===== src/pkg/ipsc_pkg.sv =====
/*
  Constants, state enumerations and register layout for the interrupt and
  power-save controller. Assumes nothing of its surroundings.
*/
package ipsc_pkg;
  localparam logic [7:0] IPSC_OPT_ADDR = 8'hc8;
  localparam logic [7:0] IPSC_OPT_RESET = 8'h00;
  localparam int IPSC_BIT_LEVEL = 6;
  localparam int IPSC_BIT_POL = 5;
  localparam int IPSC_BIT_GEN = 4;
  localparam logic [7:0] IPSC_OPT_MASK = 8'h70;
  // Status register, read only, holds controller state
  localparam logic [7:0] IPSC_STAT_ADDR = 8'hc9;
  localparam int IPSC_STAB_NS = 1000;
  localparam int IPSC_CLK_MHZ = 125;
  localparam int IPSC_STAB_CYC = (IPSC_STAB_NS * IPSC_CLK_MHZ + 999) / 1000;
  localparam int IPSC_NSRC = 5;
  localparam int IPSC_PC_W = 12;
  localparam logic [1:0] IPSC_FLAGSET_NORMAL = 2'h0;
  localparam logic [1:0] IPSC_FLAGSET_IRQ = 2'h1;
  localparam logic [1:0] IPSC_FLAGSET_NMI = 2'h2;
  typedef enum logic [1:0] {
    IPSC_RUN,
    IPSC_WAIT,
    IPSC_STOP,
    IPSC_STAB
  } ipsc_pwr_t;
  typedef enum logic [1:0] {
    IPSC_CTX_NORMAL,
    IPSC_CTX_IRQ,
    IPSC_CTX_NMI
  } ipsc_ctx_t;
endpackage


===== src/core/ipsc_src_detect.sv =====
/*
  Request latch for one external interrupt line: edge or level detection.
  Assumes the line is already synchronous to clk_sys.
*/
`timescale 1ns/1ps
`default_nettype none
module ipsc_src_detect (
  input wire logic clk_sys,
  input wire logic reset,
  input wire logic line,
  input wire logic levelMode,
  input wire logic risingMode,
  input wire logic clearReq,
  output logic request
);
  typedef struct packed {
    logic prev;
    logic latch;
  } ipsc_det_t;
  ipsc_det_t s_q, s_d;
  logic edgeSeen;
  always_comb begin
    s_d = s_q;
    s_d.prev = line;
    edgeSeen = risingMode ? (line & ~s_q.prev) : (~line & s_q.prev);
    // Set wins over the clear from the core
    if (clearReq) begin
      s_d.latch = 1'b0;
    end
    if (edgeSeen && !levelMode) begin
      s_d.latch = 1'b1;
    end
  end
  always_ff @(posedge clk_sys) begin
    if (reset) begin
      s_q <= '0;
    end else begin
      s_q <= s_d;
    end
  end
  // Level mode stores nothing; active low line requests directly
  assign request = levelMode ? ~line : s_q.latch;
endmodule
`default_nettype wire


===== src/core/ipsc_top.sv =====
/*
  Interrupt and power-save controller: option register, source gating,
  request selection, flag-set context, wait and stop sequencing.
  Assumes a core sequencer that strobes instruction events for one cycle
  and peripherals whose flags and enables are synchronous to clk_sys.
*/
// The address-and-strobe port was chosen for this implementation.
`timescale 1ns/1ps
`default_nettype none
module ipsc_top #(
  parameter int STAB_CYCLES = ipsc_pkg::IPSC_STAB_CYC,
  parameter int PC_W = ipsc_pkg::IPSC_PC_W
) (
  input wire logic clk_sys,
  input wire logic reset,
  input wire logic [7:0] regAddr,
  input wire logic [7:0] regWrData,
  input wire logic regWrite,
  input wire logic regRead,
  output logic [7:0] regRdData,
  input wire logic nmiLine,
  input wire logic src1Line,
  input wire logic src2Line,
  input wire logic timerZeroFlag,
  input wire logic timerIrqMask,
  input wire logic convDoneFlag,
  input wire logic converterIrqMask,
  input wire logic reloadWrapFlag,
  input wire logic reloadWrapIrqMask,
  input wire logic compareMatchFlag,
  input wire logic compareIrqMask,
  input wire logic inputEdgeFlag,
  input wire logic inputEdgeIrqMask,
  input wire logic watchdogActive,
  input wire logic instrEnd,
  input wire logic waitExec,
  input wire logic stopExec,
  input wire logic returnFromInterrupt,
  input wire logic [PC_W-1:0] pcIn,
  output logic takeIrq,
  output logic [2:0] irqVector,
  output logic [PC_W-1:0] pcLoad,
  output logic pcLoadValid,
  output logic [1:0] flagSet,
  output logic fetchEnable,
  output logic oscRun,
  output logic sleeping
);
  localparam int CW = $clog2(STAB_CYCLES + 1);
  initial begin
    if (STAB_CYCLES < 1 || PC_W < 1) begin
      $error("ipsc_top: bad parameter");
    end
  end

  typedef struct packed {
    logic [7:0] opt;
    ipsc_pkg::ipsc_pwr_t pwr;
    ipsc_pkg::ipsc_ctx_t ctx;
    ipsc_pkg::ipsc_ctx_t savedCtx;
    ipsc_pkg::ipsc_ctx_t nmiRetCtx;
    logic nmiLatch;
    logic nmiPrev;
    logic [PC_W-1:0] stack0;
    logic [PC_W-1:0] stack1;
    logic [CW-1:0] stabCnt;
    logic [7:0] rd;
    logic take;
    logic [2:0] vec;
    logic [PC_W-1:0] pcOut;
    logic pcValid;
    logic [1:0] flags;
    logic fetch;
    logic osc;
    logic sleep;
  } ipsc_state_t;

  ipsc_state_t s_q, s_d;
  logic req1, req2, clr1, clr2;
  logic gen, maskedPend, anyPend, wakeEv;
  logic [4:0] pend;

  function automatic logic [1:0] ctx_flags(input ipsc_pkg::ipsc_ctx_t c);
    case (c)
      ipsc_pkg::IPSC_CTX_IRQ: ctx_flags = ipsc_pkg::IPSC_FLAGSET_IRQ;
      ipsc_pkg::IPSC_CTX_NMI: ctx_flags = ipsc_pkg::IPSC_FLAGSET_NMI;
      default: ctx_flags = ipsc_pkg::IPSC_FLAGSET_NORMAL;
    endcase
  endfunction

  ipsc_src_detect u_src1 (
    .clk_sys(clk_sys),
    .reset(reset),
    .line(src1Line),
    .levelMode(s_q.opt[ipsc_pkg::IPSC_BIT_LEVEL]),
    .risingMode(1'b0),
    .clearReq(clr1),
    .request(req1)
  );
  ipsc_src_detect u_src2 (
    .clk_sys(clk_sys),
    .reset(reset),
    .line(src2Line),
    .levelMode(1'b0),
    .risingMode(s_q.opt[ipsc_pkg::IPSC_BIT_POL]),
    .clearReq(clr2),
    .request(req2)
  );

  always_comb begin
    gen = s_q.opt[ipsc_pkg::IPSC_BIT_GEN];
    pend[0] = s_q.nmiLatch;
    pend[1] = req1;
    pend[2] = req2;
    pend[3] = (reloadWrapFlag & reloadWrapIrqMask) | (compareMatchFlag & compareIrqMask)
      | (inputEdgeFlag & inputEdgeIrqMask);
    pend[4] = (timerZeroFlag & timerIrqMask) | (convDoneFlag & converterIrqMask);
    maskedPend = gen & (|pend[4:1]);
    anyPend = maskedPend | pend[0];
    wakeEv = gen & (|pend);
    clr1 = 1'b0;
    clr2 = 1'b0;
    s_d = s_q;
    s_d.take = 1'b0;
    s_d.pcValid = 1'b0;
    s_d.nmiPrev = nmiLine;
    // Falling NMI edge latched; the clear on an NMI take wins over a set in the same cycle
    if (!nmiLine && s_q.nmiPrev) begin
      s_d.nmiLatch = 1'b1;
    end
    if (regWrite && regAddr == ipsc_pkg::IPSC_OPT_ADDR) begin
      s_d.opt = regWrData & ipsc_pkg::IPSC_OPT_MASK;
    end
    s_d.rd = 8'h00;
    if (regRead && regAddr == ipsc_pkg::IPSC_STAT_ADDR) begin
      s_d.rd = {2'h0, s_q.ctx, s_q.pwr, 1'b0, s_q.nmiLatch};
    end
    case (s_q.pwr)
      ipsc_pkg::IPSC_RUN: begin
        if (returnFromInterrupt) begin
          s_d.ctx = (s_q.ctx == ipsc_pkg::IPSC_CTX_NMI) ? s_q.nmiRetCtx : s_q.savedCtx;
          s_d.pcOut = s_q.stack0;
          s_d.stack0 = s_q.stack1;
          s_d.pcValid = 1'b1;
        end else if (instrEnd && pend[0] && s_q.ctx != ipsc_pkg::IPSC_CTX_NMI) begin
          s_d.nmiLatch = 1'b0;
          s_d.nmiRetCtx = s_q.ctx;
          s_d.ctx = ipsc_pkg::IPSC_CTX_NMI;
          s_d.stack1 = s_q.stack0;
          s_d.stack0 = pcIn;
          s_d.take = 1'b1;
          s_d.vec = 3'h0;
        end else if (instrEnd && maskedPend && s_q.ctx == ipsc_pkg::IPSC_CTX_NORMAL) begin
          // Fixed priority, source 1 highest
          s_d.vec = pend[1] ? 3'h1 : pend[2] ? 3'h2 : pend[3] ? 3'h3 : 3'h4;
          clr1 = pend[1];
          clr2 = !pend[1] && pend[2];
          s_d.savedCtx = s_q.ctx;
          s_d.ctx = ipsc_pkg::IPSC_CTX_IRQ;
          s_d.stack1 = s_q.stack0;
          s_d.stack0 = pcIn;
          s_d.take = 1'b1;
        end else if ((waitExec || stopExec) && !anyPend) begin
          s_d.fetch = 1'b0;
          s_d.sleep = 1'b1;
          if (stopExec && !watchdogActive) begin
            s_d.pwr = ipsc_pkg::IPSC_STOP;
            s_d.osc = 1'b0;
          end else begin
            s_d.pwr = ipsc_pkg::IPSC_WAIT;
          end
        end
      end
      ipsc_pkg::IPSC_WAIT: begin
        if (wakeEv) begin
          s_d.pwr = ipsc_pkg::IPSC_RUN;
          s_d.fetch = 1'b1;
          s_d.sleep = 1'b0;
        end
      end
      ipsc_pkg::IPSC_STOP: begin
        if (wakeEv) begin
          s_d.pwr = ipsc_pkg::IPSC_STAB;
          s_d.osc = 1'b1;
          s_d.stabCnt = CW'(STAB_CYCLES);
        end
      end
      ipsc_pkg::IPSC_STAB: begin
        if (s_q.stabCnt <= CW'(1)) begin
          s_d.pwr = ipsc_pkg::IPSC_RUN;
          s_d.fetch = 1'b1;
          s_d.sleep = 1'b0;
        end else begin
          s_d.stabCnt = s_q.stabCnt - CW'(1);
        end
      end
      default: s_d.pwr = ipsc_pkg::IPSC_RUN;
    endcase
    s_d.flags = ctx_flags(s_d.ctx);
    s_d.pcOut = s_d.take ? s_q.pcOut : s_d.pcOut;
  end

  always_ff @(posedge clk_sys) begin
    // reset clears option and ends sleep
    if (reset) begin
      s_q <= '0;
      s_q.opt <= ipsc_pkg::IPSC_OPT_RESET;
      s_q.pwr <= ipsc_pkg::IPSC_RUN;
      s_q.ctx <= ipsc_pkg::IPSC_CTX_NORMAL;
      s_q.nmiPrev <= 1'b1;
      s_q.fetch <= 1'b1;
      s_q.osc <= 1'b1;
      s_q.flags <= ipsc_pkg::IPSC_FLAGSET_NORMAL;
    end else begin
      s_q <= s_d;
    end
  end

  assign regRdData = s_q.rd;
  assign takeIrq = s_q.take;
  assign irqVector = s_q.vec;
  assign pcLoad = s_q.pcOut;
  assign pcLoadValid = s_q.pcValid;
  assign flagSet = s_q.flags;
  assign fetchEnable = s_q.fetch;
  assign oscRun = s_q.osc;
  assign sleeping = s_q.sleep;
endmodule
`default_nettype wire


===== config.mk =====
export PLATFORM = sky130hd
export DESIGN_NAME = ipsc_top
export DESIGN_NICKNAME = d
export VERILOG_FILES = /design/src/pkg/ipsc_pkg.sv /design/src/core/ipsc_src_detect.sv /design/src/core/ipsc_top.sv
export SDC_FILE = /design/constraint.sdc
export NUM_CORES = 1
export LEC_CHECK = 0
export BUFFER_PORTS_ARGS = -buffer_cell sky130_fd_sc_hd__buf_2
export CAP_MARGIN = 20
export CORE_MARGIN = 2
export CORE_UTILIZATION = 54
export DETAILED_ROUTE_END_ITERATION = 8
export MAX_ROUTING_LAYER = met4
export PLACE_DENSITY = 0.9
export SLEW_MARGIN = 20
export SYNTH_ARGS = -nofsm -noshare
export SYNTH_HDL_FRONTEND = slang
export SYNTH_SLANG_ARGS = --single-unit

===== constraint.sdc =====
create_clock -name clk_sys -period 2.4 [get_ports clk_sys]
set_input_delay 0.12 -clock clk_sys [delete_from_list [all_inputs] [get_ports clk_sys]]
set_output_delay 0.12 -clock clk_sys [all_outputs]
set_load 0.02 [all_outputs]

## Yosys cells after proc, flatten, opt, wreduce, memory -nomap -nowiden

Cells that the tools add are included.

- Register bits: 78
- Latch bits: 0
- Bits in writable memories: 0
- Memory bits (read-only): 0
- Input port bits: 50
- Output and inout bits: 30
- Word-level logic and storage cells: 164
- Memories kept: 0

- $add $sub $neg: 1
- $mul: 0
- Divide/modulo/power cells: 0
- Magnitude comparators: 1
- Equality and inequality tests: 18
- Shift-type cells: 0
- Multiplexer cells: 59
- Bitwise operators: 22
- Reduce and logical (&&, ||, !) cells: 39

Operator list:

| cell | count |
|---|---|
| $mux 24 | 2 |
| $mux 2 | 12 |
| $mux 3 | 8 |
| $mux 7 | 3 |
| $reduce_and 7->1 | 3 |
| $mux 1 | 20 |
| $ne 2x2->1 const B | 10 |
| $mux 17 | 1 |
| $eq 8x8->1 const B | 2 |
| $mux 4 | 4 |
| $pmux 7 s2 | 1 |
| $mux 13 | 1 |
| $mux 12 | 1 |
| $reduce_and 3->1 | 4 |
| $logic_and 1x1->1 | 11 |
| $and 1x1->1 | 10 |
| $reduce_bool 2->1 | 5 |
| $eq 2x2->1 const B | 4 |
| $not 1->1 | 8 |
| $pmux 2 s4 | 1 |
| $le 7x1->1 const B | 1 |
| $sub 7x1->7 const B | 1 |
| $pmux 1 s3 | 2 |
| $reduce_bool 3->1 | 2 |
| 13 further kinds | 23 |

## Logic depth before layout (Yosys ltp)

Gate-level depths: netlist of the first run.

- Depth after elaboration: 13
- Gate-level depth with buffers: 7
- Mapped depth without buffers: 7

## By module

A second synthesis of the first run with hierarchy kept.

- Cell total of the unflattened synthesis: 374
- Area, all modules: 3,414.5 um^2

Modules (own cells, without submodules):

| module | instances | cells each | area an instance (um^2) | seq. area each (um^2) |
|---|---|---|---|---|
| ipsc_top | 1 | 356 | 3,236.9 | 1,421.4 |
| ipsc_src_detect | 2 | 9 | 88.8 | 40.0 |

## Least setup slack after synthesis of the first run

OpenSTA, ideal clock, no wires.

- Path type: register to register
- From: reg s_q[67] (netlist name)
- To: reg s_q[51] (netlist name)
- Setup time: 86 ps
- Arrival time: 1,610 ps
- Required time: 2,314 ps
- Path slack: 705 ps
- Stages on the path, launching flop included: 8
- Cell sequence: dfxtp_1 > nand2b_1 > and2_1 > clkbuf_1 > o21a_1 > or2_1 > buf_2 > a211oi_1

- Word-level cells in the longest chain between the ends: 4
- Elaborated cells between the ends (all ways): 8

Ends and longest elaborated chain:

| what | RTL line | text |
|---|---|---|
| start, declared | ipsc_top.sv:78 | `ipsc_state_t s_q, s_d;` |
| $ne 2x2->1 or $logic_not 2->1 (tied branches) | ipsc_top.sv:145, ipsc_top.sv:153 |  |
| $logic_and 1x1->1 (on tied branches) | ipsc_top.sv:145, ipsc_top.sv:153 |  |
| $reduce_bool 3->1 (no source line) or $mux 24 (tied branches) | - |  |
| $reduce_and 2->1 (no source line) or $mux 12 (tied branches) | - |  |

Parallel ways exist; a longest one is shown, timed or not.
A chain may end at the register's enable or synchronous reset.

## Final worst setup path of the first run

- From: reg s_q[67] (netlist name)
- To: reg s_q (netlist bit flagSet[1])

- Word-level cells in the longest chain between the ends: 8
- Elaborated cells between the ends (all ways): 13

Ends and longest elaborated chain:

| what | RTL line | text |
|---|---|---|
| $logic_not 2->1 | ipsc_top.sv:153 | `end else if (instrEnd && maskedPend && s_q.ctx == ipsc_pkg::IPSC_CTX_NORMAL) begin` |
| $logic_and 1x1->1 | ipsc_top.sv:153 |  |
| $mux 4 | ipsc_top.sv:153 |  |
| $mux 2 | ipsc_top.sv:145 | `end else if (instrEnd && pend[0] && s_q.ctx != ipsc_pkg::IPSC_CTX_NMI) begin` |
| $mux 2 | ipsc_top.sv:140 | `if (returnFromInterrupt) begin` |
| $mux 7 (*) | ipsc_top.sv:138 | `case (s_q.pwr)` |
| $eq 2x2->1 or $eq 2x1->1 (tied branches) | ipsc_top.sv:84 | `case (c)` |
| $pmux 2 s2 (*) | ipsc_top.sv:84 |  |

Every way passes the cells marked *; elsewhere a longest branch is shown, timed or not.

==> results of run 1 <==
power breakdown:
| part | internal, mW | switching, mW | total, mW |
|---|---|---|---|
| Sequential | 1.31 | 0.0514 | 1.36 |
| Combinational | 0.155 | 0.243 | 0.397 |
| Clock | 0.485 | 0.507 | 0.992 |
| Total | 1.95 | 0.801 | 2.75 |
synthesized netlist by cell type (4+ instances only):
| master | n | share of area |
|---|---|---|
| a211oi_1 | 14 | 0.030 |
| a21oi_1 | 48 | 0.069 |
| and2_1 | 9 | 0.016 |
| buf_2 | 4 | 0.0058 |
| buf_4 | 25 | 0.054 |
| clkbuf_1 | 22 | 0.024 |
| dfxtp_1 | 75 | 0.43 |
| inv_1 | 5 | 0.0054 |
| mux2i_1 | 17 | 0.049 |
| nand2_1 | 39 | 0.042 |
| nand2b_1 | 5 | 0.0090 |
| nand3_1 | 22 | 0.032 |
| nor2_1 | 15 | 0.016 |
| nor2b_1 | 6 | 0.011 |
| nor3_1 | 20 | 0.029 |
| nor3b_1 | 6 | 0.013 |
| o211ai_1 | 14 | 0.030 |
| o21ai_0 | 7 | 0.010 |
| or3_1 | 5 | 0.0090 |
per-layer routing:
| metal | track usage | vias up | part of all wire |
|---|---|---|---|
| met2 | 0.3716 | 132 | 0.48 |
| met5 | - | - | 0 |
| li1 | - | 1501 | - |
| met1 | 0.2850 | 1408 | 0.42 |
| met4 | 0.1114 | 0 | 0.028 |
| met3 | 0.06686 | 23 | 0.071 |
path summary, 6_finish.rpt:
kind,startpoint,to,depth (start not counted)
setup reg to reg,s_q[67]$_SDFF_PP0_,flagSet[1]$_SDFF_PP0_,4
hold / removal,src1Line,u_src1.s_q[1]$_SDFF_PP0_,2
setup / recovery,s_q[67]$_SDFF_PP0_,flagSet[1]$_SDFF_PP0_,4
hold reg to reg,u_src1.s_q[1]$_SDFF_PP0_,u_src1.s_q[0]$_SDFFE_PP0P_,2
state kept, by name, indices dropped and copies added, names as in the netlist, 2 cells and up:
register / flops
u_src1.s_q: 2
u_src2.s_q: 2
s_q: 42
pcLoad: 12
flagSet: 2
regRdData: 5
irqVector: 3
through the flow:
| stage | worst slack [ps] | cells | area [sq um] |
|---|---|---|---|
| floorplan | 704.8 | 401 | 3480 |
| global placement | 340.5 | 508 | 3712 |
| detailed placement | 258.1 | 508 | 3712 |
| CTS | 479.5 | 526 | 3933 |
| global route | 321.2 | 526 | 3933 |
| finish | 447.1 | 526 | 3933 |
cell families (layout without fill, tap and decap cells):
logic type	after synthesis	after routing	synth area share
XOR/XNOR	1	1	0.002523
AO/OA/AOI/OAI	104	104	0.1989
multiplexers	19	19	0.05549
buffers and inverters	57	105	0.09225
other	1	3	0.001080
flip-flops	75	75	0.4324
AND/OR/NAND/NOR	140	140	0.2101
adder cells (fa/ha/maj)	2	2	0.007206
cell type report:
cell class                 count  share of cell area
clock buffer                   9             0.03150
clock inverter                 7             0.01941
inverter                       5            0.004773
multi-input combinational    269              0.4216
sequential                    75              0.3818
tap                           77             0.02450
timing repair buffer          84              0.1164
timing repair:
| item | in CTS | in global routing |
|---|---|---|
| endpoints found under the hold margin | 2 | 0 |
| hold buffers | 2 | 0 |
| endpoints found under the setup margin | 0 | 0 |
worst reg2reg max path, delay by kind of cell (launching register included):
| family | cells | cell delay, ps |
|---|---|---|
| simple gates | 2 | 680 |
| compound gates | 2 | 750 |
| flops | 1 | 390 |
==> results by group, run 1 <==
Yosys
  • Synthesized area per cell: 8.702 sq um
  • Yosys warnings: 0
  • Synth Cell Area: 3472 sq um
  • Yosys cell types: 53
  • #FFs+latches synth: 75
  • Post-synthesis async set-or-reset flop share: 0
  • Mapped Cells: 399
  • Sequential share of the synthesized area: 0.4324
  • Primary FF master, synth: dfxtp_1
  • Post-synth EDFFs: 0

Power
  • PnR Total Power: 2.749 mW
  • Leak Pwr: 1.598 nW
  • PD cells: 699.0 nW/um^2
  • VDD IR max: 0.3940 mV

Final layout
  • Layout cells sized above 1: 0.2561
  • FF/Latch Area: 1501 sq um
  • Diode count: 0
  • P&R area growth vs syn: 13.26%
  • Fillers: 540
  • NumNets Final: 496
  • Multi-input logic area: 1658 sq um
  • Most frequent cells in the layout: 75 x dfxtp_1, 71 x buf_2, 48 x a21oi_1
  • Core Util, Final: 0.6265
  • Most common cell after layout, fill and taps aside: dfxtp_1

Floorplanning
  • Rows: 29
  • Die footprint: 7087 sq um
  • Die Wd: 84.19 microns
  • I/O pin count: 80
  • Core area: 6277 sq um
  • Initial Util: 0.5531
  • Die Span Y: 84.19 microns

Critical path
  • Worst-path cell chain: nor3b_1, o211a_1, o31ai_2, nor3b_1
  • Crit-path slowest cell: o211a_1
  • CP arrival: 2190 ps
  • CP Data Required Time: 2630 ps
  • Max stage delay on crit path: 610 ps
  • Reg-to-reg slack, setup: 450 ps
  • Critical path class: reg -> reg
  • Worst Path Buf+Inv: 0
  • Most common cell on crit path: nor3b_1
  • Critical path's top delay family: compound AO/OA/AOI/OAI gates
  • Critical-path maximum fanout: 16
  • Crit start category: flop
  • Worst Setup End Kind: flop

Clocking
  • Clock Sinks: 75
  • Clk buf depth: 2
  • Clk root buf: clkbuf_8
  • H-tree levels: 3
  • Clk pin slew, worst setup/hold paths: 80 ps
  • Num CTS Buffers: 9
  • Post-CTS sizing: 0
  • Clock Latency Late Sink: 370 ps
  • CTS tree: done
  • Post-CTS Setup Inserts: 0

Detailed routing
  • Post-route ant nets: 0
  • DRC: 0
  • Initial DRC count: 266
  • WL per Instance: 15.20 microns
  • Vias/cell: 5.825
  • Routed via count: 3064
  • Total Wirelength: 7996 microns
  • Router iterations before antenna repair: 5

Timing
  • Max Clock Skew: 10.06 ps
  • Tcrit/Tclk final: 0.8137
  • Fin. max-slew vios: 0
  • Final hold violation count: 0
  • Setup Total Neg Slack: 0 ps
  • Hold WS: 3.940 ps
  • Fmax achieved: 512.1 MHz
  • Endpoints failing setup: 0
  • Final min period: 1953 ps
  • Slew HR: 0.5906
  • RSZ-0062 raised after global routing: no
  • Least-Margin Pin Slew: 609.4 ps

GRT
  • Overall Global Routing Usage: 0.2381
  • First-pass GRT wire length: 13160 microns
  • Initial antenna violation count: 0
  • Number of global-route vias before repair: 2917
  • Grt ovf: 0
  • Largest net degree at the start of global routing: 47

Placed design
  • Port bufs: 71
  • Post-DP HPWL: 5482 microns
  • RD Place Congestion: 0.8196

Run status
  • Status: finished, final reports clean

Job
  • Max-cap violations: 0

Hold path
  • Worst hold path class: in -> reg
No activity file was read; power rests on OpenSTA's default activity.
==> run 2, diff against run 1 <==
==> constraint.sdc (replaced) <==
create_clock -name clk_sys -period 2.03 [get_ports clk_sys]
set_input_delay 0.1015 -clock clk_sys [delete_from_list [all_inputs] [get_ports clk_sys]]
set_output_delay 0.1015 -clock clk_sys [all_outputs]
set_load 0.02 [all_outputs]
==> results by group, run 2 (synthesis results as in run 1) <==
GRT
  • First-pass GRT wire length: 13230 microns (+0.58%)
  • Initial antenna violation count: 0 (unchanged)
  • Overall Global Routing Usage: 0.2350 (-0.003021)
  • Largest net degree at the start of global routing: 38 (-19%)
  • Number of global-route vias before repair: 3074 (+5.4%)
  • Grt ovf: 0 (unchanged)

Power
  • P_int: 2.338 mW (+20%)
  • VDD IR max: 0.5043 mV (+28%)
  • Combinational share of power: 0.149 (+0.004)
  • Seq pwr share: 0.488 (-0.007)
  • Sw Pwr: 958.9 uW (+20%)
  • PD cells: 819.0 nW/um^2 (+17%)
  • Leak Pwr: 1.651 nW (+3.3%)
  • Sw Ratio: 0.2909 (-0.0005060)
  • Clock power frac: 0.364 (+0.003)

Floorplanning
  • Rows: 29 (unchanged)
  • Die Wd: 84.19 microns (unchanged)
  • Die Span Y: 84.19 microns (unchanged)
  • Initial Util: 0.5531 (unchanged)
  • I/O pin count: 80 (unchanged)
  • Core area: 6277 sq um (unchanged)
  • Die footprint: 7087 sq um (unchanged)

Critical path
  • Worst Setup End Kind: flop
  • Worst-path cell chain: dlygate4sd3_1, buf_2, and2_1, o21ai_2, o211a_1, buf_4, o211ai_1, a21oi_1
  • Critical-path maximum fanout: 12 (-4)
  • Critical path class: in -> reg
  • FF-to-FF Start: s_q[67]$_SDFF_PP0_
  • Crit-path slowest cell: dlygate4sd3_1
  • Worst Path Buf+Inv: 3 (+3)
  • CP arrival: 2160 ps (-30 ps)
  • CP Data Required Time: 2310 ps (-320 ps)
  • Reg-to-reg slack, setup: 170 ps (-280 ps)
  • Max stage delay on crit path: 530 ps (-80 ps)
  • Reg2Reg Depth: 5 (+1)
  • FF-to-FF End: s_q[57]$_SDFFE_PP0P_
  • Crit start category: input port
  • Critical path's top delay family: compound AO/OA/AOI/OAI gates

Timing
  • Max Clock Skew: 15.20 ps (+5.144 ps)
  • Slew HR: 0.5744 (-0.01622)
  • Final min period: 1880 ps
  • Fin worst setup slack: 149.5 ps (-297.6 ps)
  • Least-Margin Pin Slew: 638.4 ps (+29.01 ps)
  • Fmax achieved: 531.8 MHz
  • Setup Total Neg Slack: 0 ps (unchanged)
  • Final hold violation count: 0 (unchanged)
  • RSZ-0062 raised after global routing: no
  • Tcrit/Tclk final: 0.9264
  • Endpoints failing setup: 0 (unchanged)
  • Fin. max-slew vios: 0 (unchanged)

Detailed routing
  • Initial DRC count: 305 (+15%)
  • Routed via count: 3147 (+2.7%)
  • DRC: 0 (unchanged)
  • Vias/cell: 5.871 (+0.79%)
  • Router iterations before antenna repair: 5 (unchanged)
  • WL per Instance: 15.01 microns (-1.3%)
  • Total Wirelength: 8046 microns (+0.63%)
  • Post-route ant nets: 0 (unchanged)

Final layout
  • Fillers: 497 (-8.0%)
  • Final instance area: 4025 sq um (+2.4%)
  • Diode count: 0 (unchanged)
  • Number of flip-flops under the largest register name: 42 (unchanged)
  • NumNets Final: 506 (+2.0%)
  • Layout cells sized above 1: 0.2658 (+0.009670)
  • P&R area growth vs syn: 15.93%
  • Core Util, Final: 0.6412 (+0.01475)
  • Most frequent cells in the layout: 75 x dfxtp_1, 71 x buf_2, 48 x a21oi_1
  • Most common cell after layout, fill and taps aside: dfxtp_1
  • Biggest register: s_q

Clocking
  • CTS tree: done
  • Post-CTS Setup Inserts: 0 (unchanged)
  • Num CTS Buffers: 9 (unchanged)
  • H-tree levels: 3 (unchanged)
  • Clk root buf: clkbuf_8
  • Clock Sinks: 75 (unchanged)
  • Clk pin slew, worst setup/hold paths: 80 ps (about the same)
  • Clk buf depth: 2 (unchanged)
  • Clock Latency Late Sink: 360 ps (about the same)

Placed design
  • Post-DP HPWL: 5558 microns (+1.4%)
  • Setup WS pre-CTS: 12.34 ps (-245.8 ps)
  • RD Place Congestion: 0.8135 (-0.74%)
  • Port bufs: 71 (unchanged)
  • Placed Instance Area: 3757 sq um (+1.2%)

Hold path
  • Worst hold start: regAddr[0]
  • Hold Path Sink: regRdData[2]$_SDFF_PP0_
  • Hold depth: 3 (+1)
  • Worst hold path class: in -> reg

Run status
  • Status: finished, final reports clean

Job
  • Max-cap violations: 0 (unchanged)
==> run 2: area by class of cell <==
type | instances | area [sq um] | area share
clock inverter | 7 | 83.83 | 0.02083
multi-input combinational | 269 | 1658 | 0.4119
clock buffer | 9 | 123.9 | 0.03077
sequential | 75 | 1501 | 0.3730
inverter | 5 | 18.77 | 0.004663
tap | 77 | 96.34 | 0.02394
timing repair buffer | 94 | 543.0 | 0.1349
==> run 2: power by group through the flow <==
stage	logic, mW	registers [mW]	clock network (mW)
floorplan	0.347	1.63	0
global placement	0.456	1.63	0
detailed placement	0.475	1.64	0
CTS	0.485	1.60	1.21
global route	0.532	1.62	1.29
finish	0.490	1.61	1.20
==> run 2: stage by stage <==
stage          std cells  power (mW)  hold slack [ps]
6_report             536       3.297            8.786
5_1_grt              536       3.436            9.487
4_1_cts              535       3.303            1.575
3_5_place_dp         514       2.113            309.7
3_3_place_gp         514       2.090            318.2
2_1_floorplan        401       1.975            208.1
==> run 2: worst register-to-register path, delay by kind of cell (launching register included) <==
kind               cells  cell delay [ps]
AOI/OAI and AO/OA      2              510
DFF                    1              380
and+or+nand+nor        3              910
==> run 2: worst max-delay path by stage <==
stage	from	to	slack, ps	cells past startpoint
finish	src1Line	s_q[39]$_SDFFE_PP0P_	150	8
global route	s_q[67]$_SDFF_PP0_	flagSet[0]$_SDFF_PP0_	60	6
CTS	src1Line	s_q[57]$_SDFFE_PP0P_	90	7
detailed placement	reloadWrapFlag	s_q[57]$_SDFFE_PP0P_	10	7
global placement	reloadWrapFlag	s_q[56]$_SDFFE_PP0P_	170	7
floorplan	s_q[67]$_SDFF_PP0_	s_q[51]$_SDFFE_PP0P_	330	7
==> run 2: per-layer routing <==
metal  part of all wire  track usage
met2               0.49       0.3947
met3              0.069      0.04523
met5                  0            -
met1               0.42       0.2736
met4              0.020       0.1026
==> run 2: what timing repair did <==
action                                 in CTS  in global routing
resized for setup                           0                  1
setup endpoints to repair                   0                  2
hold buffers                                5                  1
endpoints found under the hold margin       5                  1
